### config.mk
export PLATFORM = sky130hd
export DESIGN_NAME = lec_link_enhancement
export DESIGN_NICKNAME = d
export VERILOG_FILES = /design/src/lec_pkg.sv /design/src/lec_start_gate.sv /design/src/lec_link_enhancement.sv
export SDC_FILE = /design/constraint.sdc
export NUM_CORES = 1
export LEC_CHECK = 0
export BUFFER_PORTS_ARGS = -buffer_cell sky130_fd_sc_hd__clkbuf_2
export CORE_MARGIN = 2
export CORE_UTILIZATION = 26
export CTS_BUF_LIST = sky130_fd_sc_hd__clkbuf_4 sky130_fd_sc_hd__clkbuf_8 sky130_fd_sc_hd__clkbuf_16
export DETAILED_ROUTE_END_ITERATION = 10
export PLACE_DENSITY = 0.77
export SLEW_MARGIN = 20
export SYNTH_ARGS = -nofsm -noshare
export SYNTH_HDL_FRONTEND = slang
export SYNTH_SLANG_ARGS = --single-unit
### constraint.sdc
create_clock -name clk_sys -period 2.25 [get_ports clk_sys]
set_clock_uncertainty 0.15 [all_clocks]
set_input_delay 0.225 -clock clk_sys [delete_from_list [all_inputs] [get_ports clk_sys]]
set_output_delay 0.225 -clock clk_sys [all_outputs]
set_load 0.02 [all_outputs]
### src/lec_pkg.sv
// lec_pkg: constants for the link enhancement control register bank
package lec_pkg;

    // ----------------------------------------------------------------
    // register map
    // ----------------------------------------------------------------
    localparam logic [7:0] LEC_OFFSET = 8'hf4;
    localparam logic [31:0] LEC_RESET = 32'h0000_4000;

    // ----------------------------------------------------------------
    // field positions
    // ----------------------------------------------------------------
    localparam int LEC_PIPE_OFF_BIT = 15;
    localparam int LEC_DRAFT_BIT = 14;
    localparam int LEC_LEVEL_LSB = 12;
    localparam int LEC_LEVEL_MSB = 13;
    localparam int LEC_RSVD_BIT = 11;
    localparam int LEC_LANE_HI = 1;

    // ----------------------------------------------------------------
    // reset values of the fields
    // ----------------------------------------------------------------
    localparam logic LEC_PIPE_OFF_RST = 1'b0;
    localparam logic LEC_DRAFT_RST = 1'b1;
    localparam logic [1:0] LEC_LEVEL_RST = 2'b00;

    // ----------------------------------------------------------------
    // start level encodings and thresholds in bytes
    // ----------------------------------------------------------------
    localparam logic [1:0] LEC_LEVEL_4K = 2'b00;
    localparam logic [1:0] LEC_LEVEL_1K7 = 2'b01;
    localparam logic [1:0] LEC_LEVEL_1K = 2'b10;
    localparam logic [1:0] LEC_LEVEL_512 = 2'b11;
    localparam int LEC_FILL_MIN_W = 13;
    localparam logic [12:0] LEC_THR_4K = 13'h1000;
    localparam logic [12:0] LEC_THR_1K7 = 13'h06cd;
    localparam logic [12:0] LEC_THR_1K = 13'h0400;
    localparam logic [12:0] LEC_THR_512 = 13'h0200;

endpackage : lec_pkg

### src/lec_start_gate.sv
// lec_start_gate: decides when the async transmit fifo may start a packet
`timescale 1ns/1ps
`default_nettype none
module lec_start_gate
    import lec_pkg::*;
#(
    parameter int FILL_W = 13
) (
    input wire logic [1:0] level,
    input wire logic store_forward,
    input wire logic [FILL_W-1:0] fill,
    input wire logic packet_whole,
    output logic start_ok,
    output logic [FILL_W-1:0] threshold
);

    // a narrower fill count would wrap the 4K threshold to a small number
    if (FILL_W < LEC_FILL_MIN_W) begin : g_fill_too_narrow
        $error("FILL_W must hold a 4K byte fill count");
    end

    // ----------------------------------------------------------------
    // threshold select
    // ----------------------------------------------------------------
    always_comb begin
        case (level)
            LEC_LEVEL_1K7: threshold = FILL_W'(LEC_THR_1K7);
            LEC_LEVEL_1K: threshold = FILL_W'(LEC_THR_1K);
            LEC_LEVEL_512: threshold = FILL_W'(LEC_THR_512);
            default: threshold = FILL_W'(LEC_THR_4K);
        endcase
        if (store_forward) begin
            threshold = FILL_W'(LEC_THR_4K);
        end
    end

    // ----------------------------------------------------------------
    // start decision
    // ----------------------------------------------------------------
    always_comb begin
        if (store_forward || (level == LEC_LEVEL_4K)) begin
            // only a complete packet may leave, so no underrun is possible
            start_ok = packet_whole;
        end else begin
            start_ok = packet_whole || (fill >= threshold);
        end
    end

endmodule : lec_start_gate
`default_nettype wire

### src/lec_link_enhancement.sv
// lec_link_enhancement: link enhancement control register, upper bits, and its effects
//
// Behaviour
// - enhancement bits act only while the phy enhancement gate is set.
// - contents load from software writes or from a serial eeprom image.
// - bits 31 to 16 always read as zero.
// - pipeline-off bit stops out-of-order async transmit pipelining; resets to zero.
// - newer-features bit permits clearing link power status through the clear alias.
// - newer-features bit permits setting bit 9 of receive transfer status.
// - two-bit level selects 4K, 1.7K, 1K or 512 byte start threshold.
// - after an underrun the retried packet uses the 4K store-and-forward threshold.
// - reduced threshold starts at threshold fill or whole packet, whichever first.
// - fifo draining before packet remainder arrives is an underrun.
// - 4K threshold holds data until end-of-packet token is in the fifo.
// - async transmit retries of zero forces store-and-forward.
// - bit 11 always reads as zero.
`timescale 1ns/1ps
`default_nettype none
module lec_link_enhancement
    import lec_pkg::*;
#(
    parameter int FILL_W = 13,
    parameter int RETRY_W = 32
) (
    input wire logic clk_sys,
    input wire logic nrst,
    // configuration space access
    input wire logic cfg_wr,
    input wire logic cfg_rd,
    input wire logic [7:0] cfg_addr,
    input wire logic [3:0] cfg_be,
    input wire logic [31:0] cfg_wdata,
    output logic [31:0] cfg_rdata,
    output logic cfg_rvalid,
    // serial eeprom image load
    input wire logic eeprom_load,
    input wire logic [31:0] eeprom_data,
    // rest of the link
    input wire logic phy_enhancement_gate,
    input wire logic [RETRY_W-1:0] async_transmit_retries,
    input wire logic [FILL_W-1:0] tx_fifo_fill,
    input wire logic tx_fifo_empty,
    input wire logic tx_packet_whole,
    input wire logic tx_active,
    input wire logic tx_packet_done,
    output logic tx_start_ok,
    output logic [FILL_W-1:0] tx_threshold,
    output logic tx_underrun,
    output logic tx_store_forward,
    output logic tx_pipeline_off,
    output logic lps_clear_enable,
    output logic xfer_bit9_enable
);

    // ----------------------------------------------------------------
    // elaboration checks
    // ----------------------------------------------------------------
    if (FILL_W < LEC_FILL_MIN_W) begin : g_fill_too_narrow
        $error("FILL_W must hold a 4K byte fill count");
    end
    if (RETRY_W < 1) begin : g_retry_too_narrow
        $error("RETRY_W must be at least one");
    end
    // the write decode takes every stored field from byte lane one
    if ((LEC_PIPE_OFF_BIT / 8 != LEC_LANE_HI)
        || (LEC_DRAFT_BIT / 8 != LEC_LANE_HI)
        || (LEC_LEVEL_MSB / 8 != LEC_LANE_HI)
        || (LEC_LEVEL_LSB / 8 != LEC_LANE_HI)) begin : g_lane_mismatch
        $error("stored fields must all sit in byte lane one");
    end
    if (LEC_LEVEL_MSB != LEC_LEVEL_LSB + 1) begin : g_level_width
        $error("start level field must be two bits wide");
    end
    if (LEC_RSVD_BIT != LEC_LEVEL_LSB - 1) begin : g_rsvd_place
        $error("reserved bit must sit directly below the start level field");
    end

    // ----------------------------------------------------------------
    // state
    // ----------------------------------------------------------------
    typedef struct packed {
        logic pipeline_off;
        logic draft;
        logic [1:0] level;
        logic fallback;
        logic underrun;
        logic eff_pipeline_off;
        logic eff_lps_clear;
        logic eff_bit9;
        logic [31:0] rdata;
        logic rvalid;
    } lec_state_s;

    lec_state_s st;
    lec_state_s next_st;

    logic underrun_now;
    logic force_saf;
    logic [1:0] eff_level;
    logic [31:0] reg_view;
    logic hit;
    logic sw_write;
    logic sw_read;

    // ----------------------------------------------------------------
    // read view
    // ----------------------------------------------------------------
    always_comb begin
        reg_view = 32'h0000_0000;
        reg_view[LEC_PIPE_OFF_BIT] = st.pipeline_off;
        reg_view[LEC_DRAFT_BIT] = st.draft;
        reg_view[LEC_LEVEL_MSB:LEC_LEVEL_LSB] = st.level;
        reg_view[LEC_RSVD_BIT] = 1'b0;
    end

    assign hit = (cfg_addr == LEC_OFFSET);

    // ----------------------------------------------------------------
    // access decode
    // ----------------------------------------------------------------
    // only lane one holds storage, so writes on the other lanes are dropped quietly
    assign sw_write = cfg_wr && hit && cfg_be[LEC_LANE_HI];
    // other offsets still get cfg_rvalid with zero data, so the host never stalls
    assign sw_read = cfg_rd && hit;

    // ----------------------------------------------------------------
    // transmit threshold control
    // ----------------------------------------------------------------
    // a zero retry budget leaves no second attempt, so the packet must go whole
    assign force_saf = st.fallback
        || (async_transmit_retries == RETRY_W'(0))
        || !phy_enhancement_gate;
    assign eff_level = phy_enhancement_gate ? st.level : LEC_LEVEL_4K;

    // remainder missing once the fifo runs dry mid packet
    assign underrun_now = tx_active && tx_fifo_empty && !tx_packet_whole;

    lec_start_gate #(
        .FILL_W(FILL_W)
    ) u_start_gate (
        .level(eff_level),
        .store_forward(force_saf),
        .fill(tx_fifo_fill),
        .packet_whole(tx_packet_whole),
        .start_ok(tx_start_ok),
        .threshold(tx_threshold)
    );

    // ----------------------------------------------------------------
    // next state
    // ----------------------------------------------------------------
    always_comb begin
        next_st = st;

        // the image carries only the lane one bits that this block stores
        if (eeprom_load) begin
            next_st.pipeline_off = eeprom_data[LEC_PIPE_OFF_BIT];
            next_st.draft = eeprom_data[LEC_DRAFT_BIT];
            next_st.level = eeprom_data[LEC_LEVEL_MSB:LEC_LEVEL_LSB];
        end
        // a software write in the same cycle overrides the eeprom image
        if (sw_write) begin
            next_st.pipeline_off = cfg_wdata[LEC_PIPE_OFF_BIT];
            next_st.draft = cfg_wdata[LEC_DRAFT_BIT];
            next_st.level = cfg_wdata[LEC_LEVEL_MSB:LEC_LEVEL_LSB];
        end

        // fallback ends when the retried packet has gone; a new underrun wins
        if (tx_packet_done) begin
            next_st.fallback = 1'b0;
        end
        if (underrun_now) begin
            next_st.fallback = 1'b1;
        end
        next_st.underrun = underrun_now;

        next_st.eff_pipeline_off = next_st.pipeline_off && phy_enhancement_gate;
        next_st.eff_lps_clear = next_st.draft && phy_enhancement_gate;
        next_st.eff_bit9 = next_st.draft && phy_enhancement_gate;

        next_st.rvalid = cfg_rd;
        next_st.rdata = 32'h0000_0000;
        if (sw_read) begin
            next_st.rdata = reg_view;
        end
    end

    // ----------------------------------------------------------------
    // registers
    // ----------------------------------------------------------------
    // effective bits lag the gate by a cycle, but reach the pins free of glitches
    always_ff @(posedge clk_sys) begin
        if (!nrst) begin
            st.pipeline_off <= LEC_PIPE_OFF_RST;
            st.draft <= LEC_DRAFT_RST;
            st.level <= LEC_LEVEL_RST;
            st.fallback <= 1'b0;
            st.underrun <= 1'b0;
            st.eff_pipeline_off <= 1'b0;
            st.eff_lps_clear <= 1'b0;
            st.eff_bit9 <= 1'b0;
            st.rdata <= 32'h0000_0000;
            st.rvalid <= 1'b0;
        end else begin
            st <= next_st;
        end
    end

    // ----------------------------------------------------------------
    // outputs
    // ----------------------------------------------------------------
    assign cfg_rdata = st.rdata;
    assign cfg_rvalid = st.rvalid;
    assign tx_underrun = st.underrun;
    assign tx_store_forward = force_saf;
    assign tx_pipeline_off = st.eff_pipeline_off;
    assign lps_clear_enable = st.eff_lps_clear;
    assign xfer_bit9_enable = st.eff_bit9;

endmodule : lec_link_enhancement
`default_nettype wire

==> run summary, run 1 <==
Final hold vios: 0
GR Overflow Total: 0
Critical Path RT: 1.88 ns
Layout Cells excl Fill: 281
Synth Instances: 136
# IOs: 183
Iteration-0 DRC Markers: 42
Number of antenna repair diodes: 0
Mean Syn Cell Area: 8.53 µm²
Seq/Total Area, Yosys: 0.224
Crit share post-route: 1.18
WL final: 2880 µm
Pre-CTS setup slack: -0.542 ns
RSZ-0062 raised after global routing: true
Setup CP Type: reg2out
Type of the tightest min-delay check: in2reg
Most frequent cells in the layout: clkbuf_2 (89), conb_1 (33), dfxtp_1 (12)
PD cells: 387 mW/mm²
TritonCTS Sinks: 13
Fin Setup TNS: -0.394 ns
Commonest non-fill, non-tap cell in the layout: clkbuf_2
Die X-Extent: 70.8 µm
Vias: 1141
# rows: 24
Leakage power: 0.936 nW
Maximum clock insertion buffer count: 2
Synth top area share: 0.272
Initial antenna violation count: 0
Critical path arrival: 2.27 ns
Clock-pin slew on the worst setup and hold paths: 0.05 ns
Die Footprint: 0.00501 mm²
DRC violations left: 0
Final Util: 0.419
Post-DP HPWL: 2600 µm
Max FO, Critical Path: 3
Core ar.: 0.00432 mm²
Drt first pass iters: 4
Minimum clock period: 2.64 ns
TritonCTS clock tree: built
Routability cong.: 0.720
Initial Util: 0.268
Startpoint types: flip-flop
Max-Cap Viols: 0
Netlist cell types: 33
Fillers: 442
Drt wl/cell: 10.2 µm
Die Span Y: 70.8 µm
Failing checks: setup timing
Cell Area, Synth: 0.00116 mm²
Cells after DPL: 276
Fmax: 378 MHz
Vias in the first global route: 1020
First-pass GRT wire length: 4400 µm
Nature of the critical path endpoint: primary output
Hold-fix buffers at CTS: 0
Synth area leader: buf_4
NumNets Final: 371
Final worst setup slack: -0.394 ns
Synth-to-Final Area Change: 56.1%
Final ANT Viol Nets: 0
Clock tree root driver cell: clkbuf_8
Status: finished with violations
Synth top area cells: buf_4 (27%), dfxtp_1 (22%), ha_1 (11%)
Final setup viols: 1
Post-synthesis register bit count: 13
Pin count of the biggest net entering global routing: 9
Worst hold slack: 0.0890 ns
CTS buffer count: 3
Peak supply drop: 0.135 mV
Gr usage total: 0.109
Layout cells sized above 1: 0.620
Buffers added on ports: 90
Max H-tree Level: 1
Yosys Warn Count: 0
Vias per cell: 4.06
Worst-Skew Late Latency: 0.24 ns
Final Max Tran Viols: 0
-- cell families after synthesis --
logic type	count (synthesis)	share of synthesized area
AO/OA/AOI/OAI	12	0.0626
adder cells (fa/ha/maj)	10	0.108
buffers and inverters	53	0.314
flip-flops	13	0.224
multiplexers	7	0.0636
other	1	0.00323
AND/OR/NAND/NOR	40	0.224
-- where the power goes --
part	switching (mW)	internal (mW)	total (mW)	leakage, nW
clock network	0.0742	0.136	0.211	0.0262
registers	0.00335	0.239	0.242	0.107
logic	0.142	0.106	0.248	0.803
total	0.220	0.481	0.701	0.936
-- per-layer routing --
layer,GRT usage,share of wire,vias up
li1,-,-,577
met1,0.137,0.40,487
met2,0.181,0.48,75
met3,0.0370,0.12,2
met4,0.0252,0.0073,0
met5,0,0,-
-- synthesized netlist by cell type --
| cell | number |
|---|---|
| nor2b_1 | 4 |
| nor4b_1 | 1 |
| a21o_1 | 1 |
| mux2_1 | 1 |
| dfxtp_1 | 13 |
| nand4_2 | 1 |
| and2_1 | 2 |
| o21ai_1 | 2 |
| mux2_2 | 2 |
| a31o_2 | 1 |
| nor3_1 | 1 |
| mux2i_1 | 4 |
| o21ai_0 | 4 |
| conb_1 | 1 |
| nand2_1 | 5 |
| inv_2 | 1 |
| inv_1 | 9 |
| buf_6 | 1 |
| or2_1 | 3 |
| nand4_1 | 2 |
| buf_4 | 42 |
| nor4_1 | 8 |
| ha_1 | 10 |
| nor4_4 | 1 |
| nand2b_1 | 1 |
| and3_2 | 4 |
| and3_1 | 1 |
| a211o_1 | 1 |
| nand4b_1 | 1 |
| and4_1 | 1 |
| a211oi_1 | 1 |
| a21oi_1 | 2 |
| nor2_1 | 4 |
-- worst max-delay path, cell delays in order, from the launching register on --
cell and delay (ns):
dfxtp_2 0.32, and2_4 0.14, ha_4 0.23, or2_4 0.24, ha_4 0.24, a211o_1 0.26
a21oi_2 0.13, o21ai_2 0.07, a21oi_2 0.17, o21ai_2 0.08, clkbuf_8 0.15
-- repair_timing --
action                                  in CTS  in global routing
pin swaps                                    5                 10
gates resized for setup                     11                 11
setup buffers                                0                  1
endpoints found under the setup margin       1                  1
hold endpoints to repair                     0                  0
-- final timing paths --
path,start,end,slack (ns),cells past startpoint
worst max-delay path,reg_view[12]$_SDFFE_PN0P_,tx_start_ok,-0.39,10
worst max register to register,reg_view[13]$_SDFFE_PN0P_,reg_view[13]$_SDFFE_PN0P_,1.12,4
worst min-delay path,nrst,reg_view[14]$_SDFF_PN1_,0.09,2
worst min register to register,reg_view[14]$_SDFF_PN1_,cfg_rdata[14]$_SDFF_PN0_,0.34,1
-- layout make-up --
type | count | area [µm²] | share of cell area
sequential | 13 | 262 | 0.144
clock buffer | 4 | 48.8 | 0.0270
tap | 52 | 65.1 | 0.0359
inverter | 10 | 42.5 | 0.0235
timing repair buffer | 100 | 538 | 0.297
multi-input combinational | 102 | 855 | 0.472
-- per-stage QoR --
step | instance area (µm²) | power (mW)
after floorplan | 1390 | 0.413
after global placement | 1650 | 0.468
after detailed placement | 1650 | 0.472
after CTS | 1750 | 0.699
after global routing | 1810 | 0.753
final | 1810 | 0.701
-- state kept, by name, summed over array words and instances, names as in the netlist --
signal	cells
reg_view	4
tx_pipeline_off	1
xfer_bit9_enable	1
cfg_rdata	4
st	1
tx_underrun	1
cfg_rvalid	1
(Power assumes the default switching activity.)
==> inputs of run 2 (changes only) <==
--- a/config.mk
+++ b/config.mk
@@ -11,6 +11,7 @@
 export CTS_BUF_LIST = sky130_fd_sc_hd__clkbuf_4 sky130_fd_sc_hd__clkbuf_8 sky130_fd_sc_hd__clkbuf_16
 export DETAILED_ROUTE_END_ITERATION = 10
 export PLACE_DENSITY = 0.77
+export RECOVER_POWER = 25
 export SLEW_MARGIN = 20
 export SYNTH_ARGS = -nofsm -noshare
 export SYNTH_HDL_FRONTEND = slang
==> run 2 against run 1 <==
  * The run still ends with setup timing left
  * Fmax barely moved
  * Clock power barely moved
  * Wire length rose by 0.14%
  * Global-route usage did not move
==> run summary, run 2 (synthesis results as in run 1) <==
Gr usage total: 0.109 (unchanged)
Layout cells sized above 1: 0.616 (was 0.620)
WL final: 2880 µm (about the same)
Synth-to-Final Area Change: 56.0% (was 56.1%)
Crit share post-route: 1.18 (about the same)
M1 GR Usage: 0.137 (unchanged)
Worst-Skew Late Latency: 0.24 ns (about the same)
Most frequent cells in the layout: clkbuf_2 (88), conb_1 (33), dfxtp_1 (12) (was clkbuf_2 (89), conb_1 (33), dfxtp_1 (12))
Post-DP HPWL: 2600 µm (unchanged)
Failing checks: setup timing (unchanged)
Final Max Tran Viols: 0 (unchanged)
Routability cong.: 0.720 (unchanged)
Iteration-0 DRC Markers: 31 (was 42)
CTS buffer count: 3 (unchanged)
Buffers added on ports: 90 (unchanged)
Initial antenna violation count: 0 (unchanged)
Die X-Extent: 70.8 µm (unchanged)
NumNets Final: 371 (unchanged)
Leakage power: 0.932 nW (was 0.936 nW)
Met3 usage: 0.0370 (unchanged)
PD cells: 387 mW/mm² (about the same)
Vias per cell: 4.06 (about the same)
RSZ-0062 raised after global routing: true (unchanged)
Overall Power: 0.700 mW (was 0.701 mW)
Cell family with most CP delay: compound AO/OA/AOI/OAI gates (unchanged)
Critical-path top delay cell: dfxtp_2 (unchanged)
Core ar.: 0.00432 mm² (unchanged)
Die Span Y: 70.8 µm (unchanged)
# rows: 24 (unchanged)
DRC violations left: 0 (unchanged)
Layout Cells excl Fill: 281 (unchanged)
Critical path arrival: 2.27 ns (about the same)
Worst path bufs/invs: 1 (unchanged)
Drt first pass iters: 4 (unchanged)
Vias in the first global route: 1020 (unchanged)
Maximum clock insertion buffer count: 2 (unchanged)
Pin count of the biggest net entering global routing: 9 (unchanged)
GR peak layer: met2 (unchanged)
Clock tree root driver cell: clkbuf_8 (unchanged)
Vias: 1140 (was 1141)
TritonCTS clock tree: built (unchanged)
Nature of the critical path endpoint: primary output (unchanged)
Drt wl/cell: 10.3 µm (was 10.2 µm)
Global routing met2 resource utilization: 0.181 (unchanged)
Fin Setup TNS: -0.395 ns (was -0.394 ns)
First-pass GRT wire length: 4400 µm (unchanged)
Type of the tightest min-delay check: in2reg (unchanged)
Max FO, Critical Path: 3 (unchanged)
Final ANT Viol Nets: 0 (unchanged)
Worst hold slack: 0.0964 ns (was 0.0890 ns)
Crit-path cells: and2_4 > ha_4 > or2_4 > ha_4 > a211o_1 > a21oi_2 > o21ai_2 > a21oi_2 > o21ai_2 > clkbuf_8 (unchanged)
GR Overflow Total: 0 (unchanged)
Final hold vios: 0 (unchanged)
Commonest non-fill, non-tap cell in the layout: clkbuf_2 (unchanged)
CP max stage delay: 0.32 ns (about the same)
Setup CP Type: reg2out (unchanged)
Number of antenna repair diodes: 0 (unchanged)
Minimum clock period: 2.64 ns (about the same)
TritonCTS Sinks: 13 (unchanged)
Fillers: 442 (unchanged)
Final setup viols: 1 (unchanged)
Initial Util: 0.268 (unchanged)
Pre-CTS setup slack: -0.542 ns (unchanged)
Clock-pin slew on the worst setup and hold paths: 0.05 ns (about the same)
Max H-tree Level: 1 (unchanged)
Die Footprint: 0.00501 mm² (unchanged)
Final worst setup slack: -0.395 ns (was -0.394 ns)
Critical Path RT: 1.88 ns (about the same)
Max-Cap Viols: 0 (unchanged)
# IOs: 183 (unchanged)
Cells after DPL: 276 (unchanged)
Startpoint types: flip-flop (unchanged)
Fmax: 378 MHz (about the same)
Status: finished with violations (unchanged)
Peak supply drop: 0.135 mV (unchanged)
[run 2: layout make-up]
type | instances | area (µm²) | share of cell area
Sequential cell | 13 | 262 | 0.145
Tap cell | 52 | 65.1 | 0.0360
Timing Repair Buffer | 100 | 537 | 0.297
Clock buffer | 4 | 48.8 | 0.0270
Multi-Input combinational cell | 102 | 855 | 0.472
Inverter | 10 | 42.5 | 0.0235
[run 2: where the power goes]
group / internal [mW] / switching (mW)
sequential: 0.239 / 0.00335
clock: 0.136 / 0.0743
combinational: 0.105 / 0.142
[run 2: metrics by stage]
stage	util	cell area [µm²]
floorplan	-	1390
global placement	0.381	1650
detailed placement	0.381	1650
CTS	0.404	1750
global route	0.418	1810
finish	0.418	1810
[run 2: worst register-to-register path: stages, from the launching register on]
cell and delay (ns):
dfxtp_1 0.31, buf_4 0.13, mux2_1 0.27, mux2i_1 0.12, nor2b_1 0.05
[run 2: path summary, 6_finish.rpt]
check | from | endpoint | slack, ns | cells after the start
max | reg_view[12]$_SDFFE_PN0P_ | tx_start_ok | -0.39 | 10
min | cfg_wdata[14] | reg_view[14]$_SDFF_PN1_ | 0.1 | 3
max reg2reg | reg_view[13]$_SDFFE_PN0P_ | reg_view[13]$_SDFFE_PN0P_ | 1.12 | 4
min reg2reg | reg_view[14]$_SDFF_PN1_ | cfg_rdata[14]$_SDFF_PN0_ | 0.34 | 1
[run 2: timing repair]
item	in CTS	in global routing
pin swaps	5	10
resized for setup	11	11
setup endpoints to repair	1	1
hold buffers	0	0
buffers inserted	0	1
[run 2: routing by layer]
| layer | vias to the layer above | wire length, µm |
|---|---|---|
| met5 | - | 0 |
| met4 | 0 | 21 |
| met3 | 2 | 334 |
| met2 | 75 | 1380 |
| met1 | 485 | 1150 |
| li1 | 578 | - |
